`src/avc_pkg.sv`:
```
/*
  Shared constants for the verify / recalibrate / seek command engine:
  opcodes, status and error bit positions, reset values, timing.
  Assumes the task-file registers live outside and are loaded by the
  engine's load strobes.
*/
// Overview of operation
// - 40h verifies with retries, 41h without.
// - Verify reads and checks ECC, no data.
// - Busy set on accept, held while checking.
// - After last sector, clear busy, raise interrupt.
// - Success leaves address of last checked sector.
// - Failure stops, loads failing sector's address.
// - Failure loads count of unchecked sectors.
// - 1Xh recalibrates; CHS clears address, sector=1.
// - LBA recalibrate clears all address fields.
// - 7Xh seeks to current task-file address.
// - Data moves only while data request asserted.
package avc_pkg;
  localparam logic [7:0] OP_VERIFY_RETRY   = 8'h40;
  localparam logic [7:0] OP_VERIFY_NORETRY = 8'h41;
  localparam logic [3:0] OP_RECAL_NIB      = 4'h1;
  localparam logic [3:0] OP_SEEK_NIB       = 4'h7;
  localparam int ST_BSY  = 7;
  localparam int ST_DRDY = 6;
  localparam int ST_DF   = 5;
  localparam int ST_DSC  = 4;
  localparam int ST_DRQ  = 3;
  localparam int ST_CORR = 2;
  localparam int ST_ERR  = 0;
  localparam int ER_UNC  = 6;
  localparam int ER_IDNF = 4;
  localparam int ER_ABRT = 2;
  localparam int DH_LBA  = 6;
  localparam logic [7:0] STATUS_RST = 8'h50;
  localparam logic [7:0] ERROR_RST  = 8'h00;
  localparam logic [7:0] RECAL_CHS_SECTOR = 8'h01;
  localparam int SEEK_TIME_NS = 40;
  localparam int CLK_PERIOD_NS = 4;
  localparam int SEEK_CYCLES = (SEEK_TIME_NS + CLK_PERIOD_NS - 1)
                               / CLK_PERIOD_NS;
  localparam logic [3:0] SEEK_CYC = 4'(SEEK_CYCLES);
  typedef enum logic [2:0] {
    AVC_IDLE = 3'b000,
    AVC_REQ  = 3'b001,
    AVC_WAIT = 3'b011,
    AVC_NEXT = 3'b010,
    AVC_SEEK = 3'b110,
    AVC_DONE = 3'b100
  } avc_state_t;
  // Next address in flat LBA order; used by avc_addr for LBA-mode stepping only
  function automatic logic [27:0] avc_lba_inc(input logic [27:0] a);
    return a + 28'h0000001;
  endfunction
endpackage

```
`src/avc_addr.sv`:
```
/*
  Address stepper: advances the sector address across CHS geometry or
  flat LBA. Assumes geometry inputs are stable during a command.
*/
`timescale 1ns/1ps
module avc_addr (
  // Current address
  input  wire logic        lba_mode,
  input  wire logic [7:0]  sect_in,
  input  wire logic [15:0] cyl_in,
  input  wire logic [3:0]  head_in,
  // Geometry
  input  wire logic [7:0]  sect_per_trk,
  input  wire logic [3:0]  heads_max,
  // Next address
  output logic [7:0]  sect_out,
  output logic [15:0] cyl_out,
  output logic [3:0]  head_out
);
  logic [27:0] lba_n;
  always_comb begin
    lba_n = avc_pkg::avc_lba_inc({head_in, cyl_in, sect_in});
    sect_out = sect_in;
    cyl_out = cyl_in;
    head_out = head_in;
    if (lba_mode) begin
      {head_out, cyl_out, sect_out} = lba_n;
    end else if (sect_in < sect_per_trk) begin
      sect_out = sect_in + 8'h01;
    end else begin
      // Sector numbers start at one in CHS
      sect_out = 8'h01;
      if (head_in < heads_max) begin
        head_out = head_in + 4'h1;
      end else begin
        head_out = 4'h0;
        cyl_out = cyl_in + 16'h0001;
      end
    end
  end
endmodule

```
`src/avc_cmd_dec.sv`:
```
/*
  Opcode decoder for the command engine. Assumes the opcode is held
  stable in the cycle its strobe is high.
*/
`timescale 1ns/1ps
module avc_cmd_dec (
  // Opcode
  input  wire logic [7:0] opcode,
  // Decoded kind
  output logic            is_verify,
  output logic            retry_en,
  output logic            is_recal,
  output logic            is_seek
);
  always_comb begin
    is_verify = (opcode == avc_pkg::OP_VERIFY_RETRY) ||
                (opcode == avc_pkg::OP_VERIFY_NORETRY);
    retry_en = (opcode == avc_pkg::OP_VERIFY_RETRY);
    is_recal = (opcode[7:4] == avc_pkg::OP_RECAL_NIB);
    is_seek = (opcode[7:4] == avc_pkg::OP_SEEK_NIB);
  end
endmodule

```
`src/avc_engine.sv`:
```
/*
  Verify / recalibrate / seek command engine. Takes a command strobe with
  the task-file contents, reads sectors through a flash read port with an
  ECC verdict, and writes back address, count, status and error.
  Assumes the host has loaded the task file before the command (count,
  sector, cylinders, device/head) and that the flash port answers every
  request with one done pulse.
*/
`timescale 1ns/1ps
module avc_engine (
  // Clock and reset
  input  wire logic        mclk,
  input  wire logic        sys_rst,
  input  wire logic        soft_rst,
  // Command from task file
  input  wire logic        cmd_stb,
  input  wire logic [7:0]  cmd_op,
  input  wire logic [7:0]  tf_count,
  input  wire logic [7:0]  tf_sector,
  input  wire logic [15:0] tf_cyl,
  input  wire logic [7:0]  tf_devhead,
  // Geometry
  input  wire logic [7:0]  sect_per_trk,
  input  wire logic [3:0]  heads_max,
  // Flash sector read port
  output logic             fl_req,
  output logic [27:0]      fl_addr,
  output logic             fl_retry,
  input  wire logic        fl_done,
  input  wire logic        fl_ecc_ok,
  input  wire logic        fl_corrected,
  // Task-file write-back
  output logic             tf_wr,
  output logic [7:0]       out_count,
  output logic [7:0]       out_sector,
  output logic [15:0]      out_cyl,
  output logic [7:0]       out_devhead,
  output logic [7:0]       status_q,
  output logic [7:0]       error_q,
  output logic             intrq_q,
  output logic             data_req
);
  avc_pkg::avc_state_t st_q;
  logic        is_verify;
  logic        retry_en;
  logic        is_recal;
  logic        is_seek;
  logic        lba_q;
  logic        retry_q;
  logic [7:0]  left_q;
  logic [7:0]  sect_q;
  logic [15:0] cyl_q;
  logic [3:0]  head_q;
  logic [3:0]  dh_hi_q;
  logic [7:0]  sect_n;
  logic [15:0] cyl_n;
  logic [3:0]  head_n;
  logic [3:0]  wait_q;
  logic        fail_q;
  logic        corr_q;
  logic        rst;

  assign rst = sys_rst | soft_rst;

  avc_cmd_dec u_dec (
    .opcode    (cmd_op),
    .is_verify (is_verify),
    .retry_en  (retry_en),
    .is_recal  (is_recal),
    .is_seek   (is_seek)
  );

  avc_addr u_addr (
    .lba_mode     (lba_q),
    .sect_in      (sect_q),
    .cyl_in       (cyl_q),
    .head_in      (head_q),
    .sect_per_trk (sect_per_trk),
    .heads_max    (heads_max),
    .sect_out     (sect_n),
    .cyl_out      (cyl_n),
    .head_out     (head_n)
  );

  // No data ever leaves this engine
  assign data_req = 1'b0;
  assign fl_req = (st_q == avc_pkg::AVC_REQ);
  assign fl_addr = {head_q, cyl_q, sect_q};
  assign fl_retry = retry_q;
  assign out_count = left_q;
  assign out_sector = sect_q;
  assign out_cyl = cyl_q;
  assign out_devhead = {dh_hi_q, head_q};

  // Sequencer
  always_ff @(posedge mclk) begin
    if (rst) begin
      st_q <= avc_pkg::AVC_IDLE;
    end else begin
      unique case (st_q)
        avc_pkg::AVC_IDLE: begin
          if (cmd_stb && is_verify) begin
            st_q <= avc_pkg::AVC_REQ;
          end else if (cmd_stb && (is_seek || is_recal)) begin
            st_q <= avc_pkg::AVC_SEEK;
          end else if (cmd_stb) begin
            st_q <= avc_pkg::AVC_DONE;
          end
        end
        avc_pkg::AVC_REQ: begin
          st_q <= avc_pkg::AVC_WAIT;
        end
        avc_pkg::AVC_WAIT: begin
          if (fl_done && !fl_ecc_ok) begin
            st_q <= avc_pkg::AVC_DONE;
          end else if (fl_done) begin
            st_q <= avc_pkg::AVC_NEXT;
          end
        end
        avc_pkg::AVC_NEXT: begin
          if (left_q == 8'h00) begin
            st_q <= avc_pkg::AVC_DONE;
          end else begin
            st_q <= avc_pkg::AVC_REQ;
          end
        end
        avc_pkg::AVC_SEEK: begin
          if (wait_q == 4'h0) begin
            st_q <= avc_pkg::AVC_DONE;
          end
        end
        avc_pkg::AVC_DONE: begin
          st_q <= avc_pkg::AVC_IDLE;
        end
        default: begin
          st_q <= avc_pkg::AVC_IDLE;
        end
      endcase
    end
  end

  // Address and count tracking
  always_ff @(posedge mclk) begin
    if (rst) begin
      lba_q <= 1'b0;
      retry_q <= 1'b0;
      left_q <= 8'h00;
      sect_q <= 8'h00;
      cyl_q <= 16'h0000;
      head_q <= 4'h0;
      dh_hi_q <= 4'h0;
    end else if (st_q == avc_pkg::AVC_IDLE && cmd_stb) begin
      lba_q <= tf_devhead[avc_pkg::DH_LBA];
      retry_q <= retry_en;
      dh_hi_q <= tf_devhead[7:4];
      head_q <= tf_devhead[3:0];
      left_q <= tf_count;
      if (is_recal) begin
        cyl_q <= 16'h0000;
        head_q <= 4'h0;
        sect_q <= tf_devhead[avc_pkg::DH_LBA] ? 8'h00
                  : avc_pkg::RECAL_CHS_SECTOR;
      end else begin
        sect_q <= tf_sector;
        cyl_q <= tf_cyl;
      end
    end else if (st_q == avc_pkg::AVC_WAIT && fl_done && fl_ecc_ok) begin
      // Zero count means 256 sectors; wrap gives 255 left
      left_q <= left_q - 8'h01;
    end else if (st_q == avc_pkg::AVC_NEXT && left_q != 8'h00) begin
      // Only step past a sector once it passed, so last stays put
      sect_q <= sect_n;
      cyl_q <= cyl_n;
      head_q <= head_n;
    end
  end

  // Seek settle timer
  always_ff @(posedge mclk) begin
    if (rst) begin
      wait_q <= 4'h0;
    end else if (st_q == avc_pkg::AVC_IDLE && cmd_stb) begin
      wait_q <= avc_pkg::SEEK_CYC;
    end else if (st_q == avc_pkg::AVC_SEEK && wait_q != 4'h0) begin
      wait_q <= wait_q - 4'h1;
    end
  end

  // Outcome flags
  always_ff @(posedge mclk) begin
    if (rst) begin
      fail_q <= 1'b0;
      corr_q <= 1'b0;
    end else if (st_q == avc_pkg::AVC_IDLE && cmd_stb) begin
      fail_q <= 1'b0;
      corr_q <= 1'b0;
    end else if (st_q == avc_pkg::AVC_WAIT && fl_done) begin
      fail_q <= !fl_ecc_ok;
      corr_q <= corr_q | fl_corrected;
    end
  end

  // Status, error and interrupt
  always_ff @(posedge mclk) begin
    if (rst) begin
      status_q <= avc_pkg::STATUS_RST;
      error_q <= avc_pkg::ERROR_RST;
      intrq_q <= 1'b0;
      tf_wr <= 1'b0;
    end else begin
      tf_wr <= 1'b0;
      if (st_q == avc_pkg::AVC_IDLE && cmd_stb) begin
        status_q <= 8'h00;
        status_q[avc_pkg::ST_BSY] <= 1'b1;
        error_q <= 8'h00;
        intrq_q <= 1'b0;
      end else if (st_q == avc_pkg::AVC_DONE) begin
        status_q <= 8'h00;
        status_q[avc_pkg::ST_DRDY] <= 1'b1;
        status_q[avc_pkg::ST_DSC] <= 1'b1;
        status_q[avc_pkg::ST_CORR] <= corr_q;
        intrq_q <= 1'b1;
        tf_wr <= 1'b1;
        if (!is_verify_q_ok()) begin
          status_q[avc_pkg::ST_ERR] <= 1'b1;
          error_q[avc_pkg::ER_ABRT] <= 1'b1;
        end else if (fail_q) begin
          status_q[avc_pkg::ST_ERR] <= 1'b1;
          error_q[avc_pkg::ER_UNC] <= 1'b1;
        end
      end
    end
  end

  // Unsupported opcode lands in DONE without a verify or seek pass
  logic known_q;
  always_ff @(posedge mclk) begin
    if (rst) begin
      known_q <= 1'b1;
    end else if (st_q == avc_pkg::AVC_IDLE && cmd_stb) begin
      known_q <= is_verify | is_seek | is_recal;
    end
  end

  function automatic logic is_verify_q_ok();
    return known_q;
  endfunction
endmodule

```
`config.mk`:
```
export PLATFORM = sky130hd
export DESIGN_NAME = avc_engine
export DESIGN_NICKNAME = d
export VERILOG_FILES = /design/src/avc_pkg.sv /design/src/avc_addr.sv /design/src/avc_cmd_dec.sv /design/src/avc_engine.sv
export SDC_FILE = /design/constraint.sdc
export NUM_CORES = 1
export LEC_CHECK = 0
export BUFFER_PORTS_ARGS = -buffer_cell sky130_fd_sc_hd__buf_2
export CELL_PAD_IN_SITES_DETAIL_PLACEMENT = 1
export CELL_PAD_IN_SITES_GLOBAL_PLACEMENT = 2
export CORE_UTILIZATION = 24
export CTS_CLUSTER_SIZE = 40
export DETAILED_ROUTE_END_ITERATION = 10
export PLACE_DENSITY = 0.75
export SYNTH_ARGS = -nofsm -noshare
export SYNTH_HDL_FRONTEND = slang
export SYNTH_SLANG_ARGS = --single-unit
```
`constraint.sdc`:
```
create_clock -name mclk -period 2.2 [get_ports mclk]
set_clock_uncertainty 0.15 [all_clocks]
set_input_delay 0.44 -clock mclk [delete_from_list [all_inputs] [get_ports mclk]]
set_output_delay 0.44 -clock mclk [all_outputs]
set_load 0.05 [all_outputs]
```
==> Word level (Yosys, flattened, before mapping) <==
Index checks and enable logic that the tools add are counted.
{ "word_totals": {"romBits": 0, "latchBits": 0, "wordCells": 112, "ram_bits": 0, "reg_bits": 61, "mem_count": 0, "out_inout_bits": 89} }
{ "classes": {"n_reduce_logical": 27, "addsub": 6, "muxes": 38, "bitwise_logic": 5, "n_div": 0, "magnitude_cmp": 2, "shifts": 0, "eq_ne": 15, "n_mul": 0} }
{ "ops": {"columns": ["cell", "n"], "rows": [
  ["16-bit 2-to-1 mux", 7],
  ["8-bit 2-to-1 mux", 10],
  ["4-bit 2-to-1 mux", 9],
  ["28-bit by 1-bit adder with 28-bit output (second input constant)", 1],
  ["3-bit 2-to-1 mux", 7],
  ["16-bit by 1-bit adder with 16-bit output (second input constant)", 1],
  ["8-bit by 7-bit equality test with 1-bit output (second input constant)", 2],
  ["3-bit case mux with 5 select lines", 1],
  ["3-bit != test (second input constant)", 3],
  ["3-bit AND reduction", 3],
  ["8-bit by 1-bit adder with 8-bit output (second input constant)", 1],
  ["1-bit logical AND", 8],
  ["8-bit logical NOT", 1],
  ["8-bit < comparator", 1],
  ["2-bit nonzero test", 4],
  ["8-bit nonzero test", 1],
  ["8-bit by 1-bit subtractor with 8-bit output (second input constant)", 1],
  ["3-bit by 2-bit equality test with 1-bit output (second input constant)", 2],
  ["3-bit equality test (second input constant)", 2],
  ["4-bit by 1-bit adder with 4-bit output (second input constant)", 1],
  ["4-bit by 1-bit equality test with 1-bit output (second input constant)", 1],
  ["4-bit by 3-bit equality test with 1-bit output (second input constant)", 1],
  ["4-bit logical NOT", 1],
  ["4-bit < comparator", 1],
  ["other kinds (15)", 23]
]} }

==> Depth between registers and ports, before layout <==
Gate-level depths: netlist (run 1).
{ "depth": {"ltp_word": 7, "depth_mapped": 10, "mapped_depth_nobuf": 8} }

==> Modules after synthesis <==
Synthesis (run 1) repeated with hierarchy kept, for this count alone.
{ "unflattened": {"hier_cells": 539, "hier_area_um2": 4403.0} }
{ "by_module_without_submodules": {"columns": ["module", "n_inst", "cells_each", "seq_area_each_um2", "area_per_inst_um2"], "rows": [
  ["avc_engine", 1, 380, 1181.1, 3316.9],
  ["avc_addr", 1, 153, 0.0, 1032.2],
  ["avc_cmd_dec", 1, 6, 0.0, 53.8]
]} }

==> Worst setup path before layout (run 1) <==
Ideal clock, no wire load.
{ "synth_timing": {"path_type": "flip-flop to flip-flop", "start": "register sect_q[2], in the netlist out_sector[2]", "end": "register sect_q[3], in the netlist out_sector[3]", "period_less_slack_ns": 2.595, "arrival_ns": 2.326, "setup_slack_ns": -0.395, "path_stages_with_launch": 9, "required_time_ns": 1.930, "setup_ns": 0.120, "path_buffers": 1, "path_cell_list": "dfxtp_1 -> ha_1 -> o21a_1 -> nor2_1 -> o41ai_1 -> buf_4 -> a21oi_4 -> nor4b_1 -> o31a_1"} }
{ "synth_between": {"elab_chain_cells": 6, "word_cells_on_any_way": 8, "cone_classes": "add/sub: 2; order compare: 1; mux: 5"} }
{ "synth_lines": {"columns": ["item", "line", "rtl"], "rows": [
  ["start: declaration", "avc_engine.sv:51", "logic [7:0] sect_q;"],
  ["start signal: assignment", "avc_engine.sv:161", "sect_q <= tf_devhead[avc_pkg::DH_LBA] ? 8'h00"],
  ["start signal: assignment", "avc_engine.sv:164", "sect_q <= tf_sector;"],
  ["start signal: assignment", "avc_engine.sv:172", "sect_q <= sect_n;"],
  ["branches (longest 2 deep; another with 28-bit by 1-bit adder with 28-bit output)", null, null],
  ["8-bit 2-to-1 mux (*)", "avc_addr.sv:26", "if (lba_mode) begin"],
  ["8-bit 2-to-1 mux (*)", "avc_engine.sv:170", "end else if (st_q == avc_pkg::AVC_NEXT && left_q != 8'h00) begin"],
  ["8-bit 2-to-1 mux (*)", "avc_engine.sv:167", "end else if (st_q == avc_pkg::AVC_WAIT && fl_done && fl_ecc_ok) begin"],
  ["8-bit 2-to-1 mux (*)", "avc_engine.sv:152", "end else if (st_q == avc_pkg::AVC_IDLE && cmd_stb) begin"]
]} }
Every way passes the cells marked *. The select of a mux whose other input is x is not followed.
A chain may end at the register's enable or synchronous reset.

==> Worst setup path in the final report (run 1) <==
{ "layout_timing": {"start": "register st_q[2]", "end": "register cyl_q[1], in the netlist out_cyl[1]"} }
{ "layout_between": {"elab_chain_cells": 5, "word_cells_on_any_way": 13, "cone_classes": "eq/ne: 5; mux: 1; reduce/logical: 7"} }
{ "layout_lines": {"columns": ["item", "line", "rtl"], "rows": [
  ["start: declaration", "avc_engine.sv:43", "avc_pkg::avc_state_t st_q;"],
  ["start signal: assignment", "avc_engine.sv:98", "st_q <= avc_pkg::AVC_IDLE;"],
  ["start signal: assignment", "avc_engine.sv:103", "st_q <= avc_pkg::AVC_REQ;"],
  ["start signal: assignment", "avc_engine.sv:105", "st_q <= avc_pkg::AVC_SEEK;"],
  ["3-bit by 2-bit equality test with 1-bit output", "avc_engine.sv:167", null],
  ["1-bit logical AND (2 in a row)", "avc_engine.sv:167", null],
  ["2-bit by 1-bit != test with 1-bit output (no line)", null, null],
  ["4-bit AND reduction (no line)", null, null],
  ["end signal: assignment", "avc_engine.sv:165", "cyl_q <= tf_cyl;"],
  ["end signal: assignment", "avc_engine.sv:173", "cyl_q <= cyl_n;"],
  ["end: declaration", "avc_engine.sv:52", "logic [15:0] cyl_q;"]
]} }
Several ways; a longest one is shown, not always the timed one.

==> flow_summary.json, run 1 <==
{
  "fin_area_sq_um": 5740,
  "slew_viol_final": 0,
  "power.density_nw_per_um2": 538,
  "fin_nets": 778,
  "ir_drop_mv": 0.338,
  "placedCellCount": 897,
  "tns_ps": 0,
  "routed_wl_um": 14900,
  "yosysSeqAreaShare_pct": 29.1,
  "slowest_delay_ps": 590,
  "grt_start_max_net_pins": 41,
  "synth_cell_types": 74,
  "port_buffers": 145,
  "crit_path_end_kind": "flip-flop",
  "required_ps": 2280,
  "slowest_stage": "or4b_4",
  "detail-route-antenna-nets": 0,
  "hold_path_class": "input port to flip-flop",
  "drv_cap": 0,
  "cp.arrival_ps": 2240,
  "pin_count": 156,
  "whs_ps": 185,
  "numCtsBuffers": 9,
  "post-place-ws_ps": -276,
  "worst_slack_ps": 36.0,
  "synth-edff-count": 0,
  "status": "finished, final reports clean",
  "p_leak_nw": 2.49,
  "die_height_um": 132,
  "hold_depth": 3,
  "syn_area_sq_um": 4060,
  "ys_async_sr_fraction_pct": 0,
  "dr.pass1.iters": 4,
  "start_util_pct": 24.5,
  "avgSynthCellArea_sq_um": 7.77,
  "die-area_sq_um": 17400,
  "worst_pin_slew_ps": 528,
  "clock_latency_ps": 340,
  "min_period_ps": 2160,
  "wl_per_cell_um": 16.2,
  "routabilityCongestion": 0.825,
  "dpl_cell_area_sq_um": 5260,
  "clockBufferDepth": 2,
  "max_clock_freq_mhz": 462,
  "synthCells": 522,
  "drc": 0,
  "root_buffer": "clkbuf_16",
  "clk_pin_slew_ps": 50,
  "core_area_sq_um": 16500,
  "start_kind": "flip-flop",
  "overflow": 0,
  "hold_viol": 0,
  "r2r_cells": 7,
  "rsz0062_at_grt": "true",
  "finalSetupViolCount": 0,
  "row_count": 47,
  "syn_to_final_growth_pct": 41.7,
  "yosysWarnings": 0,
  "die_w_um": 132,
  "slew_headroom_pct": 64.3,
  "cts_max_level": 3,
  "grt_antenna_before_repair": 3,
  "critical_path_class": "flip-flop to flip-flop",
  "vias_per_cell": 4.88,
  "crit_fanout": 8,
  "dr.first_iter.drc_count": 209,
  "cp_cell_sequence": "or4b_4 -> buf_6 -> nand2_2 -> nor2_1 -> a222oi_1 -> nor3_2 -> a31o_2",
  "grt_util_all_layers_pct": 17.3,
  "hold_buffers": 0,
  "dp_hpwl_um": 11100,
  "fin_crit_sh_pct": 98.4,
  "num_vias": 4485,
  "nFillCells": 2014,
  "layout-drive-gt1-share_pct": 42.1,
  "cts.sinks": 59,
  "instances_no_fill": 919,
  "grt_pass1_wl_um": 23900,
  "grt_pass1_vias": 4736,
  "synth_ff_type": "dfxtp_1",
  "tritoncts": "yes",
  "ys_seq_elements": 59
}
## placed cells by master (no fill, tap or decap), types with 9 or more instances in the layout
cell,synthesis,final
a21oi_1,37,36
nand3_1,19,18
xnor2_1,11,11
dfxtp_1,59,41
nor2_1,46,44
o21ai_0,28,23
conb_1,1,10
o21ai_1,6,10
buf_4,43,68
clkbuf_16,0,9
buf_2,6,144
nand2_1,65,64
dfxtp_2,0,13
ha_1,16,10
a211oi_1,10,10
nor3_1,15,14
nand4_1,12,12
inv_1,19,18
a31oi_1,12,12
## stage by stage
step / utilization, % / power (mW)
6_report: 34.8 / 3.09
4_1_cts: 33.6 / 3.11
5_1_grt: 34.7 / 3.24
3_3_place_gp: 31.8 / 1.82
3_5_place_dp: 31.8 / 1.84
2_1_floorplan: - / 1.60
## worst max-delay path, delay by kind of cell, from the launching register on
family	cells	cell delay, ps
AO/OA/AOI/OAI	2	620
flip-flops	1	330
buffers and inverters	1	170
AND/OR/NAND/NOR	4	780
## worst paths after layout
path	startpoint	endpoint	slack, ps
setup / recovery	st_q[2]$_SDFFE_PP0P_	out_cyl[1]$_SDFFE_PP0P_	40
hold / removal	tf_count[1]	out_count[1]$_SDFFE_PP0P_	190
setup reg to reg	st_q[2]$_SDFFE_PP0P_	out_cyl[1]$_SDFFE_PP0P_	40
hold reg to reg	status_q[2]$_SDFFE_PP0P_	status_q[2]$_SDFFE_PP0P_	320
## power by group
group / internal [mW] / total [mW] / switching, mW / leakage (nW)
registers: 1.10 / 1.12 / 0.0282 / 0.489
clock network: 0.739 / 1.24 / 0.496 / 0.128
logic: 0.271 / 0.733 / 0.462 / 1.88
total: 2.10 / 3.09 / 0.986 / 2.49
## cell type report
cell class | count | area (sq um) | share of cell area, %
Multi-Input combinational cell | 387 | 2600 | 45.3
Sequential cell | 59 | 1220 | 21.2
Tap cell | 220 | 275 | 4.79
Timing Repair Buffer | 219 | 1330 | 23.1
Inverter | 19 | 71.3 | 1.24
Antenna cell | 1 | 2.50 | 0.0436
Clock buffer | 10 | 229 | 3.99
Clock inverter | 4 | 20.0 | 0.349
## flip-flops by register name, summed over array words and instances, names as in the netlist, 2 cells and up
signal	flops
out_cyl	16
out_count	8
out_sector	8
dh_hi_q	4
head_q	4
status_q	4
wait_q	4
st_q	3
error_q	2
## cell usage after synthesis, drive strengths merged, types with 4 or more instances
library cell | instances | area, sq um
dfxtp | 59 | 1180
nand3 | 19 | 95.1
inv | 19 | 71.3
o41ai | 5 | 43.8
o21ai | 35 | 179
a31o | 5 | 43.8
xor2 | 5 | 43.8
o211ai | 4 | 35.0
nor4b | 4 | 50.1
clkbuf | 13 | 48.8
nor2b | 5 | 38.8
nor3 | 15 | 75.1
a31oi | 12 | 75.1
a32oi | 4 | 35.0
nand2 | 66 | 250
and2 | 4 | 25.0
xnor2 | 11 | 96.3
a211oi | 10 | 75.1
nand4 | 12 | 75.1
nor2 | 48 | 190
buf | 54 | 394
ha | 16 | 200
a21oi | 39 | 210
## cell families after synthesis
| logic type | count (synthesis) | synth area share (%) |
|---|---|---|
| XOR/XNOR | 16 | 3.46 |
| other | 1 | 0.0925 |
| flip-flops | 59 | 29.1 |
| AO/OA/AOI/OAI | 147 | 25.4 |
| adder cells (fa/ha/maj) | 16 | 4.94 |
| buffers and inverters | 86 | 12.7 |
| AND/OR/NAND/NOR | 197 | 24.3 |
## per-layer routing
metal  vias up  GRT usage (%)  wire length (um)  share of wire [%]
li1       2198              -                 -                  -
met1      2158           20.1              6490                 43
met2       108           30.7              7570                 51
met3        17           4.11               666                4.5
met4         4           6.07               174                1.2
met5         -              0                30               0.20
## what timing repair did
| action | 4_1_cts | 5_1_grt |
|---|---|---|
| setup endpoints to repair | 20 | 26 |
| setup buffers | 0 | 7 |
| gates resized for setup | 6 | 28 |
| gates cloned | 0 | 1 |
| pin swaps | 0 | 7 |
Note: power is estimated with default switching activity, not from simulation.
==> inputs of run 2 (changes only) <==
--- a/config.mk
+++ b/config.mk
@@ -8,6 +8,7 @@
 export BUFFER_PORTS_ARGS = -buffer_cell sky130_fd_sc_hd__buf_2
 export CELL_PAD_IN_SITES_DETAIL_PLACEMENT = 1
 export CELL_PAD_IN_SITES_GLOBAL_PLACEMENT = 2
+export CORE_ASPECT_RATIO = 1.1
 export CORE_UTILIZATION = 24
 export CTS_CLUSTER_SIZE = 40
 export DETAILED_ROUTE_END_ITERATION = 10
==> flow_summary.json, run 2 (synthesis results as in run 1) <==
{
  "port_buffers": 145,
  "die-area_sq_um": 17400,
  "hold_buffers": 0,
  "drv_cap": 0,
  "crit_buf_inv": 2,
  "ir_drop_mv": 0.359,
  "clock_power_share_pct": 43.8,
  "vias_per_cell": 5.00,
  "worst_pin_slew_ps": 726,
  "power.switching_mw": 1.01,
  "drc": 0,
  "routabilityCongestion": 0.803,
  "dr.first_iter.drc_count": 152,
  "detail-route-antenna-nets": 0,
  "final_cell_mix": "144 x buf_2, 65 x nand2_1, 65 x buf_4",
  "p_leak_nw": 2.53,
  "hold_viol": 0,
  "cts.sinks": 59,
  "pin_count": 156,
  "fin_nets": 777,
  "p_seq_share_pct": 33.8,
  "power.density_nw_per_um2": 571,
  "grt_pass1_vias": 4674,
  "worst_slack_ps": -4.89,
  "dpl_cell_area_sq_um": 5290,
  "mostFrequentLayoutCell": "buf_2",
  "grt_pass1_wl_um": 24200,
  "slowest_stage": "o311a_4",
  "cp_cell_sequence": "ha_1 -> a21oi_1 -> o21a_1 -> o41ai_2 -> buf_4 -> o311a_4 -> buf_6 -> a21oi_4 -> nor3b_2",
  "core_area_sq_um": 16400,
  "netSwitchingFraction_pct": 30.6,
  "cts_max_level": 3,
  "power_mw": 3.31,
  "root_buffer": "clkbuf_16",
  "start_kind": "flip-flop",
  "combPwrFrac_pct": 22.4,
  "grt_util_all_layers_pct": 17.5,
  "die_w_um": 126,
  "syn_to_final_growth_pct": 43.2,
  "critical_path_class": "flip-flop to flip-flop",
  "dp_hpwl_um": 11600,
  "intPower_mw": 2.30,
  "nFillCells": 2015,
  "clock_latency_ps": 330,
  "num_vias": 4515,
  "tritoncts": "yes",
  "final-seq-area_sq_um": 1220,
  "fin_area_sq_um": 5810,
  "numCtsBuffers": 9,
  "clk_pin_slew_ps": 60,
  "max_clock_freq_mhz": 454,
  "die_height_um": 138,
  "status": "complete, but fails checks",
  "hold_path_class": "input port to flip-flop",
  "clockBufferDepth": 2,
  "cp_top_family": "compound AO/OA/AOI/OAI gates",
  "violations": "setup timing",
  "grt_antenna_before_repair": 1,
  "multi_input_area_sq_um": 2600,
  "post-place-ws_ps": -288,
  "cp.arrival_ps": 2250,
  "layout-drive-gt1-share_pct": 42.8,
  "finalSetupViolCount": 1,
  "fin_crit_sh_pct": 100,
  "dr.pass1.iters": 4,
  "slew_viol_final": 0,
  "wl_per_cell_um": 16.7,
  "slew_headroom_pct": 51.6,
  "overflow": 0,
  "grt_start_max_net_pins": 30,
  "crit_path_end_kind": "flip-flop",
  "start_util_pct": 24.7,
  "routed_wl_um": 15100,
  "slowest_delay_ps": 430,
  "row_count": 49,
  "rsz0062_at_grt": "true",
  "min_period_ps": 2200,
  "crit_fanout": 8,
  "required_ps": 2250,
  "largest_register_ffs": 16
}
## run 2: layer usage
metal,share of wire [%],global-route usage (%)
met1,42,20.5
met2,51,31.2
met3,4.7,3.56
met4,1.7,6.21
met5,0,0
## run 2: final timing paths
kind	startpoint	to	slack [ps]	depth (start not counted)
hold / removal	tf_cyl[9]	out_cyl[9]$_SDFFE_PP0P_	190	3
setup reg to reg	out_sector[7]$_SDFFE_PP0P_	out_cyl[10]$_SDFFE_PP0P_	-5	9
setup / recovery	out_sector[7]$_SDFFE_PP0P_	out_cyl[10]$_SDFFE_PP0P_	-5	9
hold reg to reg	dh_hi_q[3]$_SDFFE_PP0P_	dh_hi_q[3]$_SDFFE_PP0P_	300	2
## run 2: layout make-up
type,count,share of cell area (%)
clock inverters,4,0.819
repair buffers,219,23.4
inverters,19,1.23
multi-input cells,386,44.8
diodes,1,0.0431
clock buffers,11,4.35
flip-flops and latches,59,20.9
well taps,204,4.40
## run 2: what timing repair did
item                       in CTS  in global routing
buffers inserted                2                  2
gates cloned                    0                  0
pin swaps                       6                 10
gates resized for setup         8                 36
setup endpoints to repair      10                 25
## run 2: stage by stage
step | hold slack (ps) | util, % | instances | setup TNS (ps)
floorplan | 282 | - | 531 | -37.7
detailed placement | 303 | 32.2 | 884 | -5300
global route | 191 | 35.3 | 902 | -699
CTS | 181 | 34.5 | 901 | 0
finish | 185 | 35.3 | 903 | -4.89
global placement | 293 | 32.2 | 884 | -3810
## run 2: power by group through the flow
| stage | sequential, mW | combinational, mW | clock [mW] |
|---|---|---|---|
| detailed placement | 1.14 | 0.707 | 0 |
| global placement | 1.14 | 0.690 | 0 |
| finish | 1.12 | 0.742 | 1.45 |
| CTS | 1.12 | 0.724 | 1.49 |
| floorplan | 1.22 | 0.374 | 0 |
| global route | 1.12 | 0.797 | 1.54 |
## run 2: worst register-to-register path: cells and delay by family (launching register included)
| family | cells | cell delay, ps |
|---|---|---|
| AND/OR/NAND/NOR | 1 | 50 |
| AO/OA/AOI/OAI | 5 | 930 |
| adder cells (fa/ha/maj) | 1 | 280 |
| buffers and inverters | 2 | 320 |
| flip-flops | 1 | 340 |
